File: src/pkg/smmee_pkg.sv
`default_nettype none
package smmee_pkg;
	localparam logic [15:0] SMMEE_OFS_TRAP = 16'hfec0;
	localparam logic [15:0] SMMEE_OFS_LSTS = 16'hfec4;
	localparam logic [15:0] SMMEE_OFS_RBYTE = 16'hfec8;
	localparam logic [15:0] SMMEE_OFS_HALT = 16'hfec9;
	localparam logic [15:0] SMMEE_OFS_NMIM = 16'hfeca;
	localparam logic [15:0] SMMEE_OFS_EXTENDED_FEATURE_REG = 16'hfed0;
	localparam logic [15:0] SMMEE_OFS_VSTATE = 16'hfed8;
	localparam logic [15:0] SMMEE_OFS_GCBA = 16'hfee0;
	localparam logic [15:0] SMMEE_OFS_VIC = 16'hfee8;
	localparam logic [15:0] SMMEE_OFS_REV = 16'hfefc;
	localparam logic [15:0] SMMEE_OFS_BASE = 16'hff00;
	localparam logic [15:0] SMMEE_OFS_FLAGS = 16'hff70;
	localparam logic [15:0] SMMEE_OFS_RIP = 16'hff78;
	localparam logic [15:0] SMMEE_OFS_ENTRY = 16'h8000;
	localparam logic [15:0] SMMEE_SAVE_LO = 16'hfe00;
	localparam logic [15:0] SMMEE_SAVE_HI = 16'hffff;
	localparam logic [63:0] SMMEE_FLAGS_INIT = 64'h0000_0000_0000_0002;
	localparam logic [63:0] SMMEE_DR7_INIT = 64'h0000_0000_0000_0400;
	localparam logic [63:0] SMMEE_CR0_CLR = 64'h0000_0000_8000_000d;
	localparam logic [63:0] SMMEE_EXTENDED_FEATURE_REG_KEEP = 64'h0000_0000_0000_1000;
	localparam logic [31:0] SMMEE_HIGH_BASE = 32'h0010_0000;
	localparam logic [7:0] SMMEE_RESTART_IO = 8'hff;
	localparam logic [31:0] SMMEE_REV_ID = 32'h0003_0064;
	localparam logic [31:0] SMMEE_BASE_RST = 32'h0003_0000;
	localparam logic [15:0] SMMEE_SEL_ZERO = 16'h0000;
	localparam int SMMEE_NWORDS = 13;
	typedef enum logic [4:0] {
		SMMEE_IDLE = 5'b00001,
		SMMEE_SAVE = 5'b00010,
		SMMEE_RUN = 5'b00100,
		SMMEE_LOAD = 5'b01000,
		SMMEE_EXIT = 5'b10000
	} smmee_state_e;
endpackage : smmee_pkg
`default_nettype wire

File: src/rtl/smmee_core.sv
// Summary of operation
// - enter management mode only at an instruction boundary after a recognised request
// - optionally pulse a special bus cycle on entry and on exit
// - write the save image first, then fetch the handler
// - resume instruction reloads state and continues at the saved ip
// - handler fetch starts at base plus 08000h
// - save image spans base+FE00h..FFFFh, same layout in 32 and 64 bit
// - code segment from base[19:4], data selectors zero, GPRs untouched
// - flags forced to 0000_0002h on entry
// - CR0 bits 0,2,3,31 cleared, CR4 zeroed on entry
// - debug control forced to 0400h, debug status left alone
// - extended feature reg cleared except virtualization enable bit 12
// - NMI and INIT masked from entry while in management mode
// - address bit 20 mask input ignored while in management mode
// - real mode, 4G limits, 16-bit defaults, IP truncated to 16 bits
// - base at or above 0010_0000h makes code selector undefined
// - requests arrive only as fabric messages addressed by destination
// - local events issue a programmable I/O cycle to the hub instead
// - local source causes recorded in local status word at FEC4
// - trap word holds port in 31:16, breakpoint in 15:12, flags
// - trap valid bit 1 set only on I/O instruction boundary entry
// - trap bit 0 is 0 for write, 1 for read
// - image omits FP, MSRs, CR2; addresses stored canonical
// - restart byte zero on entry; FFh with valid trap replays I/O
// - halt bit reports halted entry; one on resume returns to halt
`timescale 1ns/1ps
`default_nettype none
module smmee_core
	import smmee_pkg::*;
#(
	parameter int ADDR_W = 32
) (
	input wire logic i_sys_clk,
	input wire logic i_resetn,
	// fabric interrupt message
	input wire logic i_msg_valid,
	input wire logic i_msg_is_mgmt,
	input wire logic [7:0] i_msg_dest,
	input wire logic [7:0] i_core_id,
	// local sources: [3:0] io traps, [4] mce, [5] lvt legacy, [6] lvt ext
	input wire logic [6:0] i_local_src,
	input wire logic [15:0] i_trig_io_port,
	input wire logic [31:0] i_trig_io_data,
	output logic o_trig_io_valid,
	output logic [15:0] o_trig_io_port,
	output logic [31:0] o_trig_io_data,
	// pipeline
	input wire logic i_instr_boundary,
	input wire logic i_halted,
	input wire logic i_io_boundary,
	input wire logic [15:0] i_io_port,
	input wire logic [3:0] i_io_bp_match,
	input wire logic i_io_read,
	input wire logic [2:0] i_io_width,
	input wire logic i_io_rep,
	input wire logic i_io_str,
	input wire logic i_resume_instr,
	input wire logic i_addr_bit20_mask_in,
	// configuration
	input wire logic [31:0] i_mgmt_region_base,
	input wire logic i_entry_cycle_en,
	input wire logic i_exit_cycle_en,
	// architectural state in
	input wire logic [63:0] i_flags,
	input wire logic [63:0] i_ip,
	input wire logic [63:0] i_cr0,
	input wire logic [63:0] i_cr4,
	input wire logic [63:0] i_extended_feature_reg,
	input wire logic [63:0] i_virt_state,
	input wire logic [63:0] i_guest_cb,
	input wire logic [63:0] i_virt_ictl,
	// save-state memory port, one 64-bit word per acknowledged cycle
	output logic o_mem_wr,
	output logic o_mem_rd,
	output logic [ADDR_W-1:0] o_mem_addr,
	output logic [63:0] o_mem_wdata,
	input wire logic [63:0] i_mem_rdata,
	input wire logic i_mem_ack,
	// forced state
	output logic o_state_load,
	output logic [15:0] o_cs_sel,
	output logic o_cs_sel_undefined,
	output logic [15:0] o_data_sel,
	output logic [63:0] o_flags,
	output logic [63:0] o_cr0,
	output logic [63:0] o_cr4,
	output logic [63:0] o_debug_control_reg,
	output logic [63:0] o_extended_feature_reg,
	output logic [63:0] o_ip,
	output logic o_real_mode_16,
	output logic o_fetch_start,
	output logic [ADDR_W-1:0] o_fetch_addr,
	output logic o_in_mgmt_mode,
	output logic o_nmi_init_masked,
	output logic o_addr_bit20_mask,
	output logic o_resume_halt,
	output logic o_io_replay,
	output logic o_special_cycle,
	output logic o_special_exit
);

	smmee_state_e state_reg;
	logic [3:0] idx_reg;
	logic pend_reg;
	logic [31:0] trap_reg;
	logic [31:0] lsts_reg;
	logic [6:0] src_seen_reg;
	logic halt_reg;
	logic a20_s1_reg;
	logic a20_s2_reg;
	logic [63:0] saved_flags_ld_reg;
	logic [63:0] rip_ld_reg;
	logic [7:0] rbyte_ld_reg;
	logic [7:0] halt_ld_reg;
	logic [31:0] trap_ld_reg;
	logic msg_hit;
	logic [6:0] src_new;

	function automatic logic [63:0] canon(input logic [63:0] a);
		canon = {{16{a[47]}}, a[47:0]};
	endfunction : canon

	function automatic logic [15:0] word_ofs(input logic [3:0] i);
		case (i)
		4'd0: word_ofs = SMMEE_OFS_TRAP;
		4'd1: word_ofs = SMMEE_OFS_RBYTE;
		4'd2: word_ofs = SMMEE_OFS_EXTENDED_FEATURE_REG;
		4'd3: word_ofs = SMMEE_OFS_VSTATE;
		4'd4: word_ofs = SMMEE_OFS_GCBA;
		4'd5: word_ofs = SMMEE_OFS_VIC;
		4'd6: word_ofs = SMMEE_OFS_REV - 16'h0004;
		4'd7: word_ofs = SMMEE_OFS_BASE;
		4'd8: word_ofs = SMMEE_OFS_FLAGS;
		default: word_ofs = SMMEE_OFS_RIP;
		endcase
	endfunction : word_ofs

	assign msg_hit = i_msg_valid && i_msg_is_mgmt && i_msg_dest == i_core_id;
	assign src_new = i_local_src & ~src_seen_reg;

	// local sources only trigger an io cycle; the hub answers with a message
	always_ff @(posedge i_sys_clk or negedge i_resetn) begin
		if (!i_resetn) begin
			src_seen_reg <= 7'h00;
			o_trig_io_valid <= 1'b0;
			o_trig_io_port <= 16'h0000;
			o_trig_io_data <= 32'h0000_0000;
		end else begin
			o_trig_io_valid <= |src_new;
			o_trig_io_port <= i_trig_io_port;
			o_trig_io_data <= i_trig_io_data;
			src_seen_reg <= i_local_src;
		end
	end

	// sticky local causes; set wins over the clear done at resume
	always_ff @(posedge i_sys_clk or negedge i_resetn) begin
		if (!i_resetn) begin
			lsts_reg <= 32'h0000_0000;
		end else begin
			if (state_reg == SMMEE_EXIT)
				lsts_reg <= 32'h0000_0000;
			if (|src_new)
				lsts_reg <= lsts_reg | {14'h0000, src_new[6:5], 7'h00,
					src_new[4], 4'h0, src_new[3:0]};
		end
	end

	always_ff @(posedge i_sys_clk or negedge i_resetn) begin
		if (!i_resetn) begin
			pend_reg <= 1'b0;
		end else begin
			if (state_reg == SMMEE_IDLE && i_instr_boundary)
				pend_reg <= 1'b0;
			if (msg_hit)
				pend_reg <= 1'b1;
		end
	end

	// the mask pin comes from outside, so two flops first
	always_ff @(posedge i_sys_clk or negedge i_resetn) begin
		if (!i_resetn) begin
			a20_s1_reg <= 1'b0;
			a20_s2_reg <= 1'b0;
		end else begin
			a20_s1_reg <= i_addr_bit20_mask_in;
			a20_s2_reg <= a20_s1_reg;
		end
	end
	assign o_addr_bit20_mask = a20_s2_reg && !o_in_mgmt_mode;

	always_ff @(posedge i_sys_clk or negedge i_resetn) begin
		if (!i_resetn) begin
			state_reg <= SMMEE_IDLE;
			idx_reg <= 4'd0;
			trap_reg <= 32'h0000_0000;
			halt_reg <= 1'b0;
		end else begin
			unique case (state_reg)
			SMMEE_IDLE: if (pend_reg && i_instr_boundary) begin
				state_reg <= SMMEE_SAVE;
				idx_reg <= 4'd0;
				halt_reg <= i_halted;
				trap_reg <= i_io_boundary ? {i_io_port, i_io_bp_match,
					i_flags[8], 4'h0, i_io_width, i_io_rep, i_io_str,
					1'b1, i_io_read} : 32'h0000_0000;
			end
			SMMEE_SAVE: if (i_mem_ack) begin
				if (idx_reg == 4'd9)
					state_reg <= SMMEE_RUN;
				idx_reg <= idx_reg + 4'd1;
			end
			SMMEE_RUN: if (i_resume_instr) begin
				state_reg <= SMMEE_LOAD;
				idx_reg <= 4'd0;
			end
			SMMEE_LOAD: if (i_mem_ack) begin
				if (idx_reg == 4'd3)
					state_reg <= SMMEE_EXIT;
				idx_reg <= idx_reg + 4'd1;
			end
			SMMEE_EXIT: state_reg <= SMMEE_IDLE;
			endcase
		end
	end

	// reload: trap word, restart/halt bytes, flags, ip
	always_ff @(posedge i_sys_clk or negedge i_resetn) begin
		if (!i_resetn) begin
			saved_flags_ld_reg <= 64'h0000_0000_0000_0000;
			rip_ld_reg <= 64'h0000_0000_0000_0000;
			rbyte_ld_reg <= 8'h00;
			halt_ld_reg <= 8'h00;
			trap_ld_reg <= 32'h0000_0000;
		end else if (state_reg == SMMEE_LOAD && i_mem_ack) begin
			unique case (idx_reg)
			4'd0: trap_ld_reg <= i_mem_rdata[31:0];
			4'd1: begin
				rbyte_ld_reg <= i_mem_rdata[7:0];
				halt_ld_reg <= i_mem_rdata[15:8];
			end
			4'd2: saved_flags_ld_reg <= i_mem_rdata;
			default: rip_ld_reg <= i_mem_rdata;
			endcase
		end
	end

	logic [63:0] wdata;
	always_comb begin
		unique case (idx_reg)
		4'd0: wdata = {lsts_reg, trap_reg};
		4'd1: wdata = {40'h00_0000_0000, 7'h00, o_in_mgmt_mode,
			7'h00, halt_reg, 8'h00};
		4'd2: wdata = i_extended_feature_reg;
		4'd3: wdata = i_virt_state;
		4'd4: wdata = canon(i_guest_cb);
		4'd5: wdata = i_virt_ictl;
		4'd6: wdata = {SMMEE_REV_ID, 32'h0000_0000};
		4'd7: wdata = {32'h0000_0000, i_mgmt_region_base};
		4'd8: wdata = i_flags;
		default: wdata = canon(i_ip);
		endcase
	end

	logic [15:0] ofs;
	always_comb begin
		ofs = (state_reg == SMMEE_LOAD) ? word_ofs(idx_reg == 4'd2 ? 4'd8 :
			idx_reg == 4'd3 ? 4'd9 : idx_reg) : word_ofs(idx_reg);
	end

	assign o_mem_wr = state_reg == SMMEE_SAVE;
	assign o_mem_rd = state_reg == SMMEE_LOAD;
	assign o_mem_addr = i_mgmt_region_base[ADDR_W-1:0] + {{(ADDR_W-16){1'b0}}, ofs};
	assign o_mem_wdata = wdata;
	assign o_in_mgmt_mode = state_reg != SMMEE_IDLE;
	assign o_nmi_init_masked = o_in_mgmt_mode;
	assign o_real_mode_16 = o_in_mgmt_mode;

	always_ff @(posedge i_sys_clk or negedge i_resetn) begin
		if (!i_resetn) begin
			o_state_load <= 1'b0;
			o_fetch_start <= 1'b0;
			o_fetch_addr <= '0;
			o_cs_sel <= 16'h0000;
			o_cs_sel_undefined <= 1'b0;
			o_data_sel <= 16'h0000;
			o_flags <= 64'h0000_0000_0000_0000;
			o_cr0 <= 64'h0000_0000_0000_0000;
			o_cr4 <= 64'h0000_0000_0000_0000;
			o_debug_control_reg <= 64'h0000_0000_0000_0000;
			o_extended_feature_reg <= 64'h0000_0000_0000_0000;
			o_ip <= 64'h0000_0000_0000_0000;
			o_resume_halt <= 1'b0;
			o_io_replay <= 1'b0;
			o_special_cycle <= 1'b0;
			o_special_exit <= 1'b0;
		end else begin
			o_state_load <= 1'b0;
			o_fetch_start <= 1'b0;
			o_special_cycle <= 1'b0;
			o_special_exit <= 1'b0;
			o_resume_halt <= 1'b0;
			o_io_replay <= 1'b0;
			if (state_reg == SMMEE_IDLE && pend_reg && i_instr_boundary)
				o_special_cycle <= i_entry_cycle_en;
			if (state_reg == SMMEE_SAVE && i_mem_ack && idx_reg == 4'd9) begin
				o_state_load <= 1'b1;
				o_fetch_start <= 1'b1;
				o_fetch_addr <= i_mgmt_region_base[ADDR_W-1:0] +
					{{(ADDR_W-16){1'b0}}, SMMEE_OFS_ENTRY};
				o_cs_sel <= i_mgmt_region_base[19:4];
				o_cs_sel_undefined <= i_mgmt_region_base >= SMMEE_HIGH_BASE;
				o_data_sel <= SMMEE_SEL_ZERO;
				o_flags <= SMMEE_FLAGS_INIT;
				o_cr0 <= i_cr0 & ~SMMEE_CR0_CLR;
				o_cr4 <= 64'h0000_0000_0000_0000;
				o_debug_control_reg <= SMMEE_DR7_INIT;
				o_extended_feature_reg <= i_extended_feature_reg & SMMEE_EXTENDED_FEATURE_REG_KEEP;
				o_ip <= {48'h0000_0000_0000, SMMEE_OFS_ENTRY};
			end
			if (state_reg == SMMEE_EXIT) begin
				o_state_load <= 1'b1;
				o_flags <= saved_flags_ld_reg;
				o_ip <= rip_ld_reg;
				o_resume_halt <= halt_ld_reg[0];
				o_io_replay <= trap_ld_reg[1] &&
					rbyte_ld_reg == SMMEE_RESTART_IO;
				o_special_exit <= i_exit_cycle_en;
			end
		end
	end

	property p_entry_boundary;
		@(posedge i_sys_clk) disable iff (!i_resetn)
		(state_reg == SMMEE_IDLE ##1 state_reg == SMMEE_SAVE)
			|-> $past(i_instr_boundary) && $past(pend_reg);
	endproperty
	a_entry_boundary: assert property (p_entry_boundary)
		else $error("entry off boundary");

	property p_fetch_after_save;
		@(posedge i_sys_clk) disable iff (!i_resetn)
		o_fetch_start |-> $past(state_reg) == SMMEE_SAVE && state_reg == SMMEE_RUN;
	endproperty
	a_fetch_after_save: assert property (p_fetch_after_save)
		else $error("fetch before save done");

	property p_fetch_addr;
		@(posedge i_sys_clk) disable iff (!i_resetn)
		o_fetch_start |-> o_fetch_addr[15:0] == i_mgmt_region_base[15:0] + 16'h8000;
	endproperty
	a_fetch_addr: assert property (p_fetch_addr)
		else $error("wrong entry address");

	property p_forced_state;
		@(posedge i_sys_clk) disable iff (!i_resetn)
		o_fetch_start |-> o_flags == 64'h2 && o_debug_control_reg == 64'h400
			&& o_cr4 == 64'h0 && o_data_sel == 16'h0;
	endproperty
	a_forced_state: assert property (p_forced_state)
		else $error("forced state wrong");

	property p_cr0_extended_feature_reg;
		@(posedge i_sys_clk) disable iff (!i_resetn)
		o_fetch_start |-> (o_cr0 & 64'h8000_000d) == 64'h0
			&& (o_extended_feature_reg & ~64'h1000) == 64'h0;
	endproperty
	a_cr0_extended_feature_reg: assert property (p_cr0_extended_feature_reg)
		else $error("cr0 or feature bits kept");

	property p_nmi_mask;
		@(posedge i_sys_clk) disable iff (!i_resetn)
		state_reg == SMMEE_SAVE |-> o_nmi_init_masked;
	endproperty
	a_nmi_mask: assert property (p_nmi_mask)
		else $error("nmi not masked");

	property p_a20_ignored;
		@(posedge i_sys_clk) disable iff (!i_resetn)
		o_in_mgmt_mode |-> !o_addr_bit20_mask;
	endproperty
	a_a20_ignored: assert property (p_a20_ignored)
		else $error("a20 mask active");

	property p_save_range;
		@(posedge i_sys_clk) disable iff (!i_resetn)
		o_mem_wr |-> ofs >= SMMEE_SAVE_LO;
	endproperty
	a_save_range: assert property (p_save_range)
		else $error("save outside region");

	property p_trap_valid;
		@(posedge i_sys_clk) disable iff (!i_resetn)
		$rose(o_mem_wr) |-> trap_reg[1] == $past(i_io_boundary);
	endproperty
	a_trap_valid: assert property (p_trap_valid)
		else $error("trap valid wrong");

	property p_local_trig;
		@(posedge i_sys_clk) disable iff (!i_resetn)
		(|src_new) |=> o_trig_io_valid && lsts_reg != 32'h0;
	endproperty
	a_local_trig: assert property (p_local_trig)
		else $error("no trigger io cycle");

	c_entry: cover property (@(posedge i_sys_clk) o_fetch_start);
	c_exit: cover property (@(posedge i_sys_clk) state_reg == SMMEE_EXIT);
	c_replay: cover property (@(posedge i_sys_clk) o_io_replay);
	c_halt: cover property (@(posedge i_sys_clk) o_resume_halt);

endmodule : smmee_core
`default_nettype wire

File: config.mk
export PLATFORM = sky130hd
export DESIGN_NAME = smmee_core
export DESIGN_NICKNAME = d
export VERILOG_FILES = /design/src/pkg/smmee_pkg.sv /design/src/rtl/smmee_core.sv
export SDC_FILE = /design/constraint.sdc
export NUM_CORES = 1
export LEC_CHECK = 0
export BUFFER_PORTS_ARGS = -buffer_cell sky130_fd_sc_hd__buf_2
export CORE_AREA = 10 10 501 503
export CTS_CLUSTER_DIAMETER = 40
export DETAILED_ROUTE_END_ITERATION = 8
export DIE_AREA = 0 0 511 513
export HOLD_SLACK_MARGIN = 0.1
export PLACE_DENSITY_LB_ADDON = 0.15
export SLEW_MARGIN = 15
export SYNTH_ARGS = -nofsm -noshare
export SYNTH_HDL_FRONTEND = slang
export SYNTH_SLANG_ARGS = --single-unit
File: constraint.sdc
create_clock -name i_sys_clk -period 6.13 [get_ports i_sys_clk]
set_clock_uncertainty 0.05 [all_clocks]
set_input_delay 0.3065 -clock i_sys_clk [delete_from_list [all_inputs] [get_ports i_sys_clk]]
set_output_delay 0.3065 -clock i_sys_clk [all_outputs]
set_load 0.02 [all_outputs]
==> flow_metrics.py <==
metrics = {
    "power": {
        "p_leak_nw": 18.98,
        "p_per_area_mw_per_mm2": 444.4,
        "ir_worst_vdd_uv": 178.7,
        "finalPower_mw": 17.31,
    },
    "worst_setup_path": {
        "worstSetupEndpointType": "output pin",
        "crit_start": "idx_reg[0]",
        "critical_path_class": "flop to output pin",
        "crit_path_top_delay_cell": "dfrtp_1",
        "crit_fanout": 7,
        "critical_path_depth": 19,
        "worstPathRequired_ns": 5.77,
        "crit_chain": "inv_1 > ha_1 > nor3b_2 > nor3_1 > inv_1 > ha_1 > o21ai_0 > o21ai_0 > o21ai_0 > ha_1 > inv_1 > fa_1 > nor2b_1 > o2111ai_2 > a31oi_1 > buf_4 > nand2_1 > xnor2_1 > buf_2",
        "timing.rr.start": "idx_reg[2]",
        "cp_top_family": "adder cells",
        "r2r_cells": 9,
        "cpPeakStageDelay_ns": 0.49,
        "crit_path_start_kind": "flop",
        "crit_arrival_ns": 5.09,
        "critPathBufInv": 5,
    },
    "worst_hold_path": {
        "hp-class": "primary input to flop",
        "hold_path_depth": 3,
        "hp-start": "i_io_boundary",
    },
    "run": {
        "maxCapViolations": 0,
    },
    "clock_tree": {
        "cts_tree": "built",
        "post_cts_buffers": 0,
        "clk_pin_slew_ns": 0.04,
        "cts_buffers": 137,
        "clock_latency_ns": 0.77,
        "h-tree-depth": 4,
        "clockBufferDepth": 3,
        "clock-sinks": 476,
        "root_buffer": "clkbuf_16",
    },
    "timing": {
        "worst_pin_slew_ns": 1.028,
        "grt_setup_unrepaired": "false",
        "fin_ws_ns": 0.6839,
        "relSlewSlack": 0.3122,
        "fmax_mhz": 183.6,
        "finalCritPeriodShare": 0.8884,
        "drv_slew": 0,
        "setup_viol_count_final": 0,
        "finalSetupTns_ns": 0,
        "hold_viol": 0,
        "min_period_ns": 5.446,
    },
    "global_routing": {
        "grt_overflow": 0,
        "antenna_found_initial": 82,
        "grt_usage": 0.1295,
        "grt_start_max_net_pins": 132,
        "grt_pass1_wl_um": 232000,
        "grt_pass1_vias": 23970,
    },
    "synth": {
        "syn_area_mm2": 0.02286,
        "yosys_warnings": 0,
        "synth_top_cell_by_area": "dfrtp_1",
        "synth-seq-area-share": 0.5211,
        "ys_ff_latch": 476,
        "synth_top_area_frac": 0.5199,
        "synth_edf_count": 0,
        "synth.distinct_cells": 69,
        "synthCells": 2125,
        "syn_avg_cell_area_um2": 10.76,
        "synthArstFlopShare": 1.000,
        "ys_top_cells_by_area": "dfrtp_1 (52%), buf_4 (7.5%), nand2_1 (6.5%), a22o_1 (5.1%), mux2_4 (3.9%)",
        "ys_top_cells_by_count": "dfrtp_1 (475), nand2_1 (396), buf_4 (227)",
        "yosysMostFrequentCell": "dfrtp_1",
        "synth_flop_cell": "dfrtp_1",
    },
    "place": {
        "dpl.cell_count": 6213,
        "dpl.hpwl_um": 144700,
        "post-place-ws_ns": 1.003,
        "place_area_mm2": 0.03090,
        "gp_congestion": 0.8580,
        "portBuffers": 1012,
    },
    "floorplan": {
        "pin_count": 1323,
        "start_util": 0.09513,
        "core_mm2": 0.2403,
        "die_h_um": 513,
        "num_rows": 180,
        "chipWidth_um": 511,
        "dieArea_mm2": 0.2621,
    },
    "detailed_routing": {
        "via_per_inst": 3.247,
        "vias": 22070,
        "route.detailed.drc": 0,
        "wire_per_inst_um": 26.18,
        "ant_nets": 0,
        "dr.pass1.iters": 9,
        "drt-total-wl_um": 178000,
        "drt_iter0_drc": 1540,
    },
    "cells_and_area": {
        "finalInstanceArea_mm2": 0.03895,
        "drive_gt1_frac": 0.4095,
        "syn_to_final_growth_pct": 70.38,
        "final_nets": 4207,
        "fin_cells": 6799,
        "nFillCells": 27090,
    },
    "status": {
        "outcome": "finished clean",
    },
}
tightest hold or removal path, delay by kind of cell:
family | cells | cell delay (ns)
AOI/OAI and AO/OA | 1 | 0.09
and+or+nand+nor | 1 | 0.23
buffers and inverters | 1 | 0.30
cells by family (layout without fill, tap and decap cells):
kind of cell,after synthesis,in the layout,synth area share
compound gates,426,426,0.1410
simple gates,605,605,0.1160
xor+xnor,51,51,0.01954
mux,154,154,0.08511
buf+inv,394,1642,0.1069
other cells,1,242,0.0001640
flops,476,476,0.5211
fa+ha+maj,18,18,0.01018
stage by stage:
step / utilization / hold slack, ns
floorplan: - / -0.03909
finish: 0.1621 / 0.1803
global route: 0.1619 / 0.1103
CTS: 0.1617 / 0.1022
global placement: 0.1286 / 0.2899
detailed placement: 0.1286 / 0.2847
placed cells by master, fill, tap and decap left out, types with 15 or more instances in the layout:
master,count
ha_1,15
conb_1,210
clkbuf_8,30
nor2b_1,15
nand4_1,19
a22o_1,134
buf_4,47
xor2_1,17
mux2_4,60
dfrtp_1,473
dlygate4sd3_1,304
buf_2,1011
a22oi_1,89
clkbuf_16,138
o21ai_0,67
inv_1,21
xnor2_1,34
nand2_1,396
nand3_1,61
clkinv_2,30
diode_2,32
mux2_2,75
nor2_1,43
a21oi_1,32
a222oi_1,27
report_power, final:
part | internal (mW) | switching [mW]
sequential | 3.63 | 0.287
combinational | 1.61 | 4.33
clock | 5.05 | 2.41
worst paths after layout:
kind / to / slack [ns]
max in group asynchronous: idx_reg[3] / 4.28
min in group asynchronous: o_ip[16] / 0.56
max reg2reg: o_flags[1] / 2.36
min: trap_reg[20] / 0.18
min reg2reg: a20_s2_reg / 0.29
max: o_mem_addr[25] / 0.68
layout make-up:
class                   count  area (um2)  area share
flip-flops and latches    476       11920      0.3059
clock inverters            68       974.7     0.02502
diodes                     32       80.08    0.002056
repair buffers           1370        8618      0.2213
clock buffers             181        3915      0.1005
inverters                  23       93.84    0.002409
multi-input cells        1464        9369      0.2405
well taps                3185        3985      0.1023
per-layer routing:
metal,routed length (um),global-route usage,vias up,part of all wire
met5,263,0,-,0.0015
met4,5103,0.04058,44,0.029
met3,19340,0.06610,267,0.11
met2,81300,0.2060,1083,0.46
met1,72010,0.1513,10830,0.40
li1,-,-,9852,-
timing repair:
item,4_1_cts,5_1_grt
endpoints found under the setup margin,0,2
gates resized for setup,0,1
hold endpoints to repair,479,0
hold buffers,305,0
Note: power is estimated with default switching activity, not from simulation.
